## src/include/fcu_pkg.sv

```systemverilog
package fcu_pkg;

    // register index; the byte address on the bus is four times the index
    typedef logic [9:0] fcu_idx_t;

    localparam fcu_idx_t IDX_NVLOAD_CLR   = 10'h139;
    localparam fcu_idx_t IDX_RAIL_CLR     = 10'h13A;
    localparam fcu_idx_t IDX_SYS1_CLR     = 10'h13B;
    localparam fcu_idx_t IDX_SYS2_CLR     = 10'h13C;
    localparam fcu_idx_t IDX_SYS3_CLR     = 10'h13D;
    localparam fcu_idx_t IDX_VST_CLR      = 10'h13E;
    localparam fcu_idx_t IDX_TST_CLR      = 10'h13F;
    localparam fcu_idx_t IDX_PROG_CTRL    = 10'h14F;
    localparam fcu_idx_t IDX_UNLOCK_1     = 10'h150;
    localparam fcu_idx_t IDX_UNLOCK_2     = 10'h151;
    localparam fcu_idx_t IDX_UNLOCK_3     = 10'h152;
    localparam fcu_idx_t IDX_UNLOCK_4     = 10'h153;
    localparam fcu_idx_t IDX_IRQ_STATUS   = 10'h160;
    localparam fcu_idx_t IDX_IRQ_MASK     = 10'h161;
    localparam fcu_idx_t IDX_UNLOCK_STAT  = 10'h162;
    localparam fcu_idx_t IDX_NONE         = 10'h3FF;

    // writable clear bits of each register
    localparam logic [7:0] MASK_NVLOAD    = 8'h07;
    localparam logic [7:0] MASK_RAIL      = 8'hFF;
    localparam logic [7:0] MASK_SYS1      = 8'h5F;
    localparam logic [7:0] MASK_SYS2      = 8'hFF;
    localparam logic [7:0] MASK_SYS3      = 8'h7F;
    localparam logic [7:0] MASK_VST       = 8'h03;
    localparam logic [7:0] MASK_TST       = 8'hFF;

    // field positions
    localparam int unsigned PROGRAM_GO_BIT   = 0;
    localparam int unsigned IRQ_W         = 4;
    localparam int unsigned IRQ_FAULT     = 0;
    localparam int unsigned IRQ_UNLOCKED  = 1;
    localparam int unsigned IRQ_LOST      = 2;
    localparam int unsigned IRQ_PROGRAM_GO   = 3;

    // reset values
    localparam logic [3:0]  IRQ_MASK_RST  = 4'h0;
    localparam logic [31:0] RDATA_RST     = 32'h0000_0000;

    // latched fault flags, one field per clear register
    typedef struct packed {
        logic [2:0] nvload;
        logic [7:0] tst;
        logic [1:0] vst;
        logic [7:0] sys3;
        logic [7:0] sys2;
        logic [7:0] sys1;
        logic [7:0] rail;
    } fcu_fault_s;

    typedef enum logic [2:0] {
        UL_IDLE,
        UL_GOT1,
        UL_GOT2,
        UL_GOT3,
        UL_OPEN
    } fcu_unlock_e;

endpackage

```

## src/logic/fcu_top.sv

```systemverilog
`timescale 1ns/1ps
module fcu_top (
    // clock and reset
    input  wire logic               ref_clk,
    input  wire logic               rst_n,
    // ahb-lite slave
    input  wire logic               hsel,
    input  wire logic [31:0]        haddr,
    input  wire logic [1:0]         htrans,
    input  wire logic               hwrite,
    input  wire logic [2:0]         hsize,
    input  wire logic [31:0]        hwdata,
    input  wire logic               hready,
    output logic      [31:0]        hrdata,
    output logic                    hreadyout,
    output logic                    hresp,
    // fault detectors and latched flags
    input  wire fcu_pkg::fcu_fault_s fault_event,
    output fcu_pkg::fcu_fault_s     fault_flags,
    // programming control
    input  wire logic               first_stage_ok,
    output logic                    program_unlocked,
    output logic                    program_go,
    // interrupt
    output logic                    irq
);

    // maps a byte address to a register index; misaligned or out of range is unmapped
    function automatic fcu_pkg::fcu_idx_t addr_to_idx(input logic [31:0] a);
        if (a[1:0] != 2'b00 || a[31:12] != 20'h00000) begin
            return fcu_pkg::IDX_NONE;
        end
        return a[11:2];
    endfunction

    // one flag group: clear first, then a fresh event sets it again
    function automatic logic [7:0] flag_next(input logic [7:0] q, input logic [7:0] ev,
                                             input logic [7:0] clr, input logic [7:0] msk);
        return ((q & ~(clr & msk)) | (ev & msk));
    endfunction

    // registers that read back as zero whatever was written
    function automatic logic reads_zero(input fcu_pkg::fcu_idx_t i);
        return (i >= fcu_pkg::IDX_NVLOAD_CLR && i <= fcu_pkg::IDX_TST_CLR)
            || (i >= fcu_pkg::IDX_UNLOCK_1 && i <= fcu_pkg::IDX_UNLOCK_4)
            || (i == fcu_pkg::IDX_PROG_CTRL);
    endfunction

    fcu_pkg::fcu_idx_t      ap_idx;
    logic                   ap_take;
    logic                   ap_read;
    logic                   dp_valid_q;
    logic                   dp_write_q;
    fcu_pkg::fcu_idx_t      dp_idx_q;
    logic                   wr;
    logic [7:0]             wdat;
    logic                   rd_zero_q;
    fcu_pkg::fcu_fault_s    flags_q;
    fcu_pkg::fcu_fault_s    flags_d;
    fcu_pkg::fcu_unlock_e   ul_q;
    fcu_pkg::fcu_unlock_e   ul_d;
    logic                   go_q;
    logic                   go_d;
    logic [3:0]             irq_stat_q;
    logic [3:0]             irq_mask_q;
    logic [3:0]             irq_ev;
    logic                   stat_rd;
    logic [31:0]            rdata_q;
    logic [31:0]            rdata_d;

    // zero-wait slave: every transfer completes in one data-phase cycle, always okay
    assign hreadyout = 1'b1;
    assign hresp     = 1'b0;

    // address phase decode
    assign ap_idx  = addr_to_idx(haddr);
    assign ap_take = hsel & htrans[1] & hready;
    assign ap_read = ap_take & ~hwrite;

    // address phase is held over into the data phase, where hwdata stands
    always_ff @(posedge ref_clk or negedge rst_n) begin
        if (!rst_n) begin
            dp_valid_q <= 1'b0;
            dp_write_q <= 1'b0;
            dp_idx_q   <= fcu_pkg::IDX_NONE;
        end else if (hready) begin
            dp_valid_q <= ap_take;
            dp_write_q <= hwrite;
            dp_idx_q   <= ap_idx;
        end
    end

    assign wr   = dp_valid_q & dp_write_q;
    assign wdat = hwdata[7:0];

    // fault flags: a clear acts only in the write's data-phase cycle
    always_comb begin
        flags_d = flags_q;
        flags_d.rail = flag_next(flags_q.rail, fault_event.rail,
            (wr && dp_idx_q == fcu_pkg::IDX_RAIL_CLR) ? wdat : 8'h00,
            fcu_pkg::MASK_RAIL);
        flags_d.sys1 = flag_next(flags_q.sys1, fault_event.sys1,
            (wr && dp_idx_q == fcu_pkg::IDX_SYS1_CLR) ? wdat : 8'h00,
            fcu_pkg::MASK_SYS1);
        flags_d.sys2 = flag_next(flags_q.sys2, fault_event.sys2,
            (wr && dp_idx_q == fcu_pkg::IDX_SYS2_CLR) ? wdat : 8'h00,
            fcu_pkg::MASK_SYS2);
        flags_d.sys3 = flag_next(flags_q.sys3, fault_event.sys3,
            (wr && dp_idx_q == fcu_pkg::IDX_SYS3_CLR) ? wdat : 8'h00,
            fcu_pkg::MASK_SYS3);
        flags_d.vst = 2'(flag_next({6'h00, flags_q.vst}, {6'h00, fault_event.vst},
            (wr && dp_idx_q == fcu_pkg::IDX_VST_CLR) ? wdat : 8'h00,
            fcu_pkg::MASK_VST));
        flags_d.tst = flag_next(flags_q.tst, fault_event.tst,
            (wr && dp_idx_q == fcu_pkg::IDX_TST_CLR) ? wdat : 8'h00,
            fcu_pkg::MASK_TST);
        // load faults come straight back while the cause persists, so software rereads
        flags_d.nvload = 3'(flag_next({5'h00, flags_q.nvload},
            {5'h00, fault_event.nvload},
            (wr && dp_idx_q == fcu_pkg::IDX_NVLOAD_CLR) ? wdat : 8'h00,
            fcu_pkg::MASK_NVLOAD));
    end

    // set beats clear in the same cycle so no fault event is lost
    always_ff @(posedge ref_clk or negedge rst_n) begin
        if (!rst_n) begin
            flags_q <= '0;
        end else begin
            flags_q <= flags_d;
        end
    end

    assign fault_flags = flags_q;

    // unlock sequencer: any write steps it, forward only on the expected register
    always_comb begin
        ul_d = ul_q;
        if (wr) begin
            case (ul_q)
                fcu_pkg::UL_IDLE: begin
                    ul_d = (dp_idx_q == fcu_pkg::IDX_UNLOCK_1) ? fcu_pkg::UL_GOT1
                                                               : fcu_pkg::UL_IDLE;
                end
                fcu_pkg::UL_GOT1: begin
                    if (dp_idx_q == fcu_pkg::IDX_UNLOCK_2) begin
                        ul_d = fcu_pkg::UL_GOT2;
                    end else if (dp_idx_q == fcu_pkg::IDX_UNLOCK_1) begin
                        ul_d = fcu_pkg::UL_GOT1;
                    end else begin
                        ul_d = fcu_pkg::UL_IDLE;
                    end
                end
                fcu_pkg::UL_GOT2: begin
                    if (dp_idx_q == fcu_pkg::IDX_UNLOCK_3) begin
                        ul_d = fcu_pkg::UL_GOT3;
                    end else if (dp_idx_q == fcu_pkg::IDX_UNLOCK_1) begin
                        ul_d = fcu_pkg::UL_GOT1;
                    end else begin
                        ul_d = fcu_pkg::UL_IDLE;
                    end
                end
                fcu_pkg::UL_GOT3: begin
                    if (dp_idx_q == fcu_pkg::IDX_UNLOCK_4) begin
                        ul_d = fcu_pkg::UL_OPEN;
                    end else if (dp_idx_q == fcu_pkg::IDX_UNLOCK_1) begin
                        ul_d = fcu_pkg::UL_GOT1;
                    end else begin
                        ul_d = fcu_pkg::UL_IDLE;
                    end
                end
                fcu_pkg::UL_OPEN: begin
                    ul_d = fcu_pkg::UL_IDLE;
                end
                default: begin
                    ul_d = fcu_pkg::UL_IDLE;
                end
            endcase
        end
    end

    always_ff @(posedge ref_clk or negedge rst_n) begin
        if (!rst_n) begin
            ul_q <= fcu_pkg::UL_IDLE;
        end else begin
            ul_q <= ul_d;
        end
    end

    assign program_unlocked = (ul_q == fcu_pkg::UL_OPEN);

    // go only on the write right after the unlock, and only with the first stage confirmed
    assign go_d = wr && program_unlocked && dp_idx_q == fcu_pkg::IDX_PROG_CTRL
                  && wdat[fcu_pkg::PROGRAM_GO_BIT] && first_stage_ok;

    // one-cycle program pulse, registered so the programmer sees a clean edge
    always_ff @(posedge ref_clk or negedge rst_n) begin
        if (!rst_n) begin
            go_q <= 1'b0;
        end else begin
            go_q <= go_d;
        end
    end

    assign program_go = go_q;

    // interrupt events
    assign irq_ev[fcu_pkg::IRQ_FAULT]    = |(flags_d & ~flags_q);
    assign irq_ev[fcu_pkg::IRQ_UNLOCKED] = (ul_d == fcu_pkg::UL_OPEN) && !program_unlocked;
    assign irq_ev[fcu_pkg::IRQ_LOST]     = program_unlocked && wr && !go_d;
    assign irq_ev[fcu_pkg::IRQ_PROGRAM_GO]  = go_d;

    // status is cleared by the read's address phase; a same-cycle event still lands
    assign stat_rd = ap_read && ap_idx == fcu_pkg::IDX_IRQ_STATUS;

    always_ff @(posedge ref_clk or negedge rst_n) begin
        if (!rst_n) begin
            irq_stat_q <= '0;
        end else begin
            irq_stat_q <= (stat_rd ? 4'h0 : irq_stat_q) | irq_ev;
        end
    end

    // mask register, software writable
    always_ff @(posedge ref_clk or negedge rst_n) begin
        if (!rst_n) begin
            irq_mask_q <= fcu_pkg::IRQ_MASK_RST;
        end else if (wr && dp_idx_q == fcu_pkg::IDX_IRQ_MASK) begin
            irq_mask_q <= hwdata[fcu_pkg::IRQ_W-1:0];
        end
    end

    assign irq = |(irq_stat_q & irq_mask_q);

    // read data is chosen in the address phase and stands from a flop in the data phase
    always_comb begin
        rdata_d = 32'h0000_0000;
        if (ap_read) begin
            case (ap_idx)
                fcu_pkg::IDX_IRQ_STATUS: rdata_d = {28'h0000000, irq_stat_q};
                fcu_pkg::IDX_IRQ_MASK:   rdata_d = {28'h0000000, irq_mask_q};
                fcu_pkg::IDX_UNLOCK_STAT: begin
                    rdata_d = {29'h0000000, ul_q};
                end
                // clear and unlock registers are write-only in effect
                default: rdata_d = 32'h0000_0000;
            endcase
        end
    end

    always_ff @(posedge ref_clk or negedge rst_n) begin
        if (!rst_n) begin
            rdata_q   <= fcu_pkg::RDATA_RST;
            rd_zero_q <= 1'b0;
        end else begin
            rdata_q   <= rdata_d;
            rd_zero_q <= ap_read && reads_zero(ap_idx);
        end
    end

    assign hrdata = rdata_q;

    // hsize is accepted but only whole words are meaningful here
    logic unused_hsize;
    assign unused_hsize = ^hsize;
endmodule

```

## config.mk

```make
export PLATFORM = sky130hd
export DESIGN_NAME = fcu_top
export DESIGN_NICKNAME = d
export VERILOG_FILES = /design/src/include/fcu_pkg.sv /design/src/logic/fcu_top.sv
export SDC_FILE = /design/constraint.sdc
export NUM_CORES = 1
export LEC_CHECK = 0
export BUFFER_PORTS_ARGS = -buffer_cell sky130_fd_sc_hd__buf_2
export CAP_MARGIN = 40
export CORE_UTILIZATION = 45
export DETAILED_ROUTE_END_ITERATION = 16
export PLACE_DENSITY = 0.81
export SYNTH_ARGS = -nofsm -noshare
export SYNTH_HDL_FRONTEND = slang
export SYNTH_SLANG_ARGS = --single-unit
```

## constraint.sdc

```tcl
create_clock -name ref_clk -period 2.5 [get_ports ref_clk]
set_input_delay 0.125 -clock ref_clk [delete_from_list [all_inputs] [get_ports ref_clk]]
set_output_delay 0.125 -clock ref_clk [all_outputs]
set_load 0.02 [all_outputs]
```

== Yosys cells after proc, flatten, opt, wreduce, memory -nomap -nowiden ==
Index checks and enable logic that the tools add are counted.

* Bits in registers: 101
* Bits of input ports: 120
* Output and inout bits: 82
* Word-level logic and storage cells: 108

* Equal/unequal tests: 21
* Muxes and demuxes: 19
* Bitwise logic cells: 30
* Reduce and logical (&&, ||, !) cells: 23

{| class="wikitable"
|+ Operator list
! kind !! count
|-
| $eq A10 B9 Y1 const B || 16
|-
| $and A45 B45 Y45 || 1
|-
| $not A45 Y45 || 1
|-
| $reduce_or A45 Y1 || 1
|-
| $and A8 B8 Y8 || 5
|-
| $mux W32 || 1
|-
| $mux W8 || 3
|-
| $not A8 Y8 || 3
|-
| $or A8 B8 Y8 || 3
|-
| $mux W10 || 2
|-
| $reduce_bool A20 Y1 || 1
|-
| $not A7 Y8 || 2
|-
| $or A8 B7 Y8 || 2
|-
| $logic_and A1 B1 Y1 || 15
|-
| $mux W7 || 2
|-
| $pmux W3 S4 || 1
|-
| $pmux W4 S3 || 1
|-
| $mux W3 || 3
|-
| $eq A3 B2 Y1 const B || 2
|-
| $eq A3 B3 Y1 const B || 2
|-
| $mux W2 || 3
|-
| $and A1 B1 Y1 || 4
|-
| $and A4 B4 Y4 || 1
|-
| $mux W4 || 1
|-
| other kinds (15) || 17
|}

== Depth between registers and ports, before layout ==
Gate-level depths: netlist of the first run.

* Depth after elaboration: 9
* Gate-level depth with buffers: 6
* Depth with buffers taken out: 4

== Least setup slack after synthesis of the first run ==
Ideal clock, no wire load.

* Path type: reg-to-reg
* From: register dp_idx_q[8]
* To: register flags_q, in the netlist fault_flags[2]
* Setup time: 0.121 ns
* Data arrival time: 1.823 ns
* Data required time: 2.379 ns
* Path slack: 0.556 ns
* Stages on the path, launching flop included: 7
* Buffers on the path: 2
* Period minus slack after synthesis: 1.944 ns
* Path through: dfstp_2 or3b_1 buf_6 or4_4 buf_6 o21ai_1 nand2b_1

{| class="wikitable"
|+ RTL lines
! item !! line !! text
|-
| start: declaration || fcu_top.sv:54 || <nowiki>fcu_pkg::fcu_idx_t dp_idx_q;</nowiki>
|-
| start signal: assignment || fcu_top.sv:85 || <nowiki>dp_idx_q <= fcu_pkg::IDX_NONE;</nowiki>
|-
| start signal: assignment || fcu_top.sv:89 || <nowiki>dp_idx_q <= ap_idx;</nowiki>
|-
| end signal: assignment || fcu_top.sv:129 || <nowiki>flags_q <= flags_d;</nowiki>
|-
| end: declaration || fcu_top.sv:58 || <nowiki>fcu_pkg::fcu_fault_s flags_q;</nowiki>
|}

==> impl_metrics.ini, run 1 <==
[status]
status = finished clean

[detailed_routing]
drtIter0Drc = 256
drc = 0
first_pass_iters = 5
drtAntennaViolNets = 0
drt_wl_total_um = 10300
wire_per_inst_um = 15.53
vias_per_cell = 5.271
dr_total_vias = 3495

[synth]
synth_compound_area_frac = 0.1511
synth_fa_ha_area_frac = 0
yosys.area_share.simple = 0.2326
ys_async_sr_fraction = 1.000
yosysTopAreaCellShare = 0.4075
synth_mux_area_frac = 0.02615
synthTopCellsByArea = dfrtp_1, buf_4, dfstp_2, a21o_1, nand2b_1
seq_area_frac_synth = 0.4788
synth.most_common_cell = dfrtp_1
yosysWarnings = 0
ys_ff_latch = 70
avgSynthCellArea_um2 = 9.905
synth_top_family_by_area = simple AND/OR/NAND/NOR gates
mappedNetlistArea_mm2 = 0.003685
synth_top_cell_by_area = dfrtp_1
yosys-top-cells-count = dfrtp_1, nand2b_1, nand3_1
synthXorXnorAreaFrac = 0
synth_edf_count = 0
synth.distinct_cells = 46
synthCells = 372
ys.flop_type = dfrtp_1

[placement]
post-dp-hpwl_um = 7237
placed_area_mm2 = 0.004358
gp_congestion = 0.8229
numPortBuffers = 137

[sta]
finalSetupTns_ps = 0
worstMarginPinSlew_ps = 656.2
finalSetupViolations = 0
fin_crit_ps = 2065
slew_violations = 0
fmax_mhz = 484.2
finalHoldViolCount = 0
min_period_over_period = 0.8260
clock_skew_ps = 7.623
rsz0062_at_grt = false
max_slew_margin = 0.5609

[final_layout]
final_area_mm2 = 0.005012
syn2layout_area_growth_pct = 36.03
fin_nets = 676
n_fill_cell = 669
layout-drive-gt1-share = 0.3119
finish.utilization = 0.6420
ff_latch_area_mm2 = 0.001764
multi_input_area_mm2 = 0.001634
antenna_cells = 0

[setup_path]
crit_path_start_kind = flip-flop
max_stage_delay_ps = 680
arrival_ps = 2270
crit_family = simple AND/OR/NAND/NOR gates
r2r_start = dp_idx_q[8]
worstSetupPathType = reg -> reg
slowest_stage = or4_4
rr_worst_depth = 4
required_ps = 2710
r2r_setup_slack_ps = 430
crit_cells = 4
crit_fanout = 8
worst_setup_path_end_kind = flip-flop
cp-endpoint = fault_flags[0]
timing.rr.end = fault_flags[0]
path_cells = or3b_1, or4_4, o21ai_1, nand2b_1
worst-path-buf-inv = 0
critPathLaunch = dp_idx_q[8]

[floorplanning]
fp-row-count = 32
core_mm2 = 0.007807
io_pins = 202
die_area_mm2 = 0.008554
fp.dieW_um = 92.49
initial_utilization = 0.4720
die_height_um = 92.49

[clock_tree]
insertion_delay_ps = 330
cts_num_sinks = 70
htreeDepth = 3
cts_setup_buffers = 0
cts-root-buf = clkbuf_8
clk_pin_slew_ps = 70
post_cts_resized = 0
cts_buffer_depth = 2
numCtsBuffers = 9
cts_tree = built

[global_routing]
grt_overflow = 0
grt_pass1_wl_um = 16700
grt_pass1_vias = 3377
grt_use_total = 0.2516
antenna_found_initial = 0
grt_max_degree = 28

[pwr]
p_leak_nw = 2.158
power_density_mw_per_mm2 = 489.0
peakVddDrop_mv = 0.3398

[min_path]
hold_path.class = in -> reg

[flow_run]
timing.max_cap.violations = 0
[cells in the final DEF, fill, tap and decap left out, types with 12 or more instances in the layout]
master,count
a21o_1,34
buf_2,137
clkbuf_8,12
conb_1,33
dfrtp_1,60
dlygate4sd3_1,42
inv_1,23
nand2_1,19
nand2b_1,36
nand3_1,36
o21ai_1,13
[sequential cells by signal, indices dropped and copies added, names as in the netlist]
| name | cells |
|---|---|
| dp_valid_q | 1 |
| fault_flags | 42 |
| ul_q | 3 |
| hrdata | 4 |
| program_go | 1 |
| dp_write_q | 1 |
| dp_idx_q | 10 |
| irq_mask_q | 4 |
| irq_stat_q | 4 |
[metal layers]
| metal | vias to the layer above | routed length [um] | track usage |
|---|---|---|---|
| met4 | 0 | 188 | 0.07422 |
| met3 | 18 | 669 | 0.05172 |
| met5 | - | 0 | 0 |
| met1 | 1698 | 4237 | 0.3208 |
| met2 | 162 | 5201 | 0.4296 |
| li1 | 1617 | - | - |
[cell type report]
class,count,share of cell area
multi-input cells,265,0.3260
inverters,23,0.01722
flip-flops and latches,70,0.3520
clock inverters,3,0.01298
repair buffers,187,0.2327
well taps,102,0.02546
clock buffers,13,0.03370
[power breakdown]
part / internal (mW) / switching (mW)
Clock: 0.643 / 0.403
Combinational: 0.114 / 0.146
Sequential: 1.14 / 0.00624
Total: 1.90 / 0.554
[logic make-up after synthesis]
logic type | count (synthesis)
mux | 9
flops | 70
compound gates | 77
simple gates | 146
other cells | 2
buf+inv | 68
[metrics by stage]
step                total power, mW  setup WS, ps  instances  hold slack [ps]
floorplan                     1.287         555.6        403           -170.6
global placement              1.369         469.8        605            157.2
detailed placement            1.372         445.1        605            169.4
CTS                           2.471         430.1        662            2.406
global route                  2.559         347.8        663            6.063
finish                        2.451         434.9        663            26.05
[what timing repair did]
item	in CTS	in global routing
setup endpoints to repair	0	0
hold buffers	41	1
hold endpoints to repair	54	1
[worst min-delay path by stage]
stage	start	endpoint	slack [ps]	depth (start not counted)
floorplan	rst_n	dp_valid_q	-170	0
global placement	rst_n	dp_write_q	160	1
detailed placement	rst_n	dp_valid_q	170	1
CTS	fault_event[14]	fault_flags[14]	2	2
global route	fault_event[0]	fault_flags[0]	6	2
finish	fault_event[0]	fault_flags[0]	30	2
(Power assumes the default switching activity.)
==> inputs of run 2 (changes only) <==
- CORE_UTILIZATION: 45 -> 41
- PLACE_DENSITY: 0.81 -> 0.78
- clock period: 2.5 -> 1.8 ns (I/O delays scaled with it)
==> impl_metrics.ini, run 2 (synthesized netlist as in run 1, its figures left out) <==
[detailed_routing]
vias_per_cell = 5.178
drtAntennaViolNets = 0
wire_per_inst_um = 16.02
drt_wl_total_um = 11070
dr_total_vias = 3578
first_pass_iters = 4
drc = 0
drtIter0Drc = 224

[floorplanning]
core_mm2 = 0.008721
fp-row-count = 34
initial_utilization = 0.4225
fp.dieW_um = 96.80
die_height_um = 96.80
io_pins = 202
die_area_mm2 = 0.009370

[flow_run]
timing.max_cap.violations = 0

[setup_path]
r2r_start = dp_idx_q[1]
r2r_setup_slack_ps = -50
crit_fanout = 8
rr_worst_depth = 4
timing.rr.end = fault_flags[0]
worstSetupPathType = reg -> reg
required_ps = 2030
crit_path_start_kind = flip-flop
arrival_ps = 2080
worst_setup_path_end_kind = flip-flop

[final_layout]
ff_latch_area_mm2 = 0.001764
multi_input_area_mm2 = 0.001758
final_cell_mix = buf_2, dfrtp_1, dlygate4sd3_1, nand2b_1, a21o_1
fin_nets = 698
final_area_mm2 = 0.005303
largest_reg_flops = 42
final_common_cell = buf_2
n_fill_cell = 725
antenna_cells = 0
finalNonFillerCells = 691
syn2layout_area_growth_pct = 43.91
layout-drive-gt1-share = 0.3636

[pwr]
power_density_mw_per_mm2 = 572.1
peakVddDrop_mv = 0.3684
p_leak_nw = 2.260

[sta]
fmax_mhz = 539.7
slew_violations = 0
max_slew_margin = 0.6563
finalSetupViolations = 11
fin_crit_ps = 1853
fin_ws_ps = -52.90
rsz0062_at_grt = true
worstMarginPinSlew_ps = 510.9
finalHoldViolCount = 0
clock_skew_ps = 11.89
min_period_over_period = 1.029

[clock_tree]
numCtsBuffers = 9
cts-root-buf = clkbuf_8
htreeDepth = 3
cts_tree = built
clk_pin_slew_ps = 70
cts_num_sinks = 70
insertion_delay_ps = 340
cts_buffer_depth = 2

[placement]
numPortBuffers = 137
gp_congestion = 0.8394
placed_area_mm2 = 0.004508
post-dp-hpwl_um = 7497
dp_cells = 623

[min_path]
hold_path.class = in -> reg
min_from = htrans[1]
min_path_cells = 3
min_to = dp_valid_q

[global_routing]
antenna_found_initial = 0
grt_pass1_wl_um = 18090
grt_overflow = 0
grt_pass1_vias = 3644
grt_max_degree = 71
grt_use_total = 0.2433

[status]
violations = setup timing
status = finished, violations left
==> run 2: repair_timing <==
action	in CTS	in global routing
setup buffers	2	1
hold buffers	49	0
pin swaps	6	7
hold endpoints to repair	108	0
gates resized for setup	5	23
setup endpoints to repair	41	35
==> run 2: layer usage <==
layer  track usage  up-vias  wire [um]
met5             0        -          0
li1              -     1667          -
met2        0.4155      159       5609
met1        0.2936     1714       4393
met3       0.04552       38        675
met4        0.1206        0        391
==> run 2: layout make-up <==
type | count | share of cell area
Clock buffer | 14 | 0.02690
Clock inverter | 2 | 0.001888
Inverter | 23 | 0.01628
Multi-Input combinational cell | 265 | 0.3315
Sequential cell | 70 | 0.3327
Tap cell | 108 | 0.02548
Timing Repair Buffer | 209 | 0.2652
==> run 2: worst max-delay path, stage by stage (launching register included) <==
cell and delay, ps:
dfstp_2 530, or3b_4 370, or4_4 620, o21ai_1 160
nand2b_1 60
==> run 2: how the worst max path moves through the flow <==
stage           startpoint         endpoint  slack [ps]  depth (start not counted)
2_1_floorplan  dp_idx_q[1]   fault_flags[0]         -80                          5
3_3_place_gp   dp_idx_q[8]  fault_flags[14]         -70                          5
3_5_place_dp   dp_idx_q[8]    irq_mask_q[0]        -130                          4
4_1_cts        dp_idx_q[1]   fault_flags[0]         -50                          4
5_1_grt        dp_idx_q[1]   fault_flags[1]        -100                          4
6_report       dp_idx_q[1]   fault_flags[0]         -50                          4
==> run 2: power by group <==
| part | switching [mW] | internal (mW) |
|---|---|---|
| clock | 0.547 | 0.499 |
| combinational | 0.217 | 0.180 |
| sequential | 0.00803 | 1.58 |
| total | 0.772 | 2.26 |
==> run 2: through the flow <==
stage	total power, mW	setup TNS, ps	util	hold WS (ps)	setup WS (ps)
floorplan	1.787	-624.7	-	-205.6	-81.46
global placement	1.910	-1370	0.5169	142.0	-65.29
detailed placement	1.918	-3144	0.5169	144.3	-125.3
CTS	3.042	-337.2	0.5944	4.422	-50.04
global route	3.163	-1231	0.6080	18.41	-99.61
finish	3.034	-396.1	0.6080	6.999	-52.90
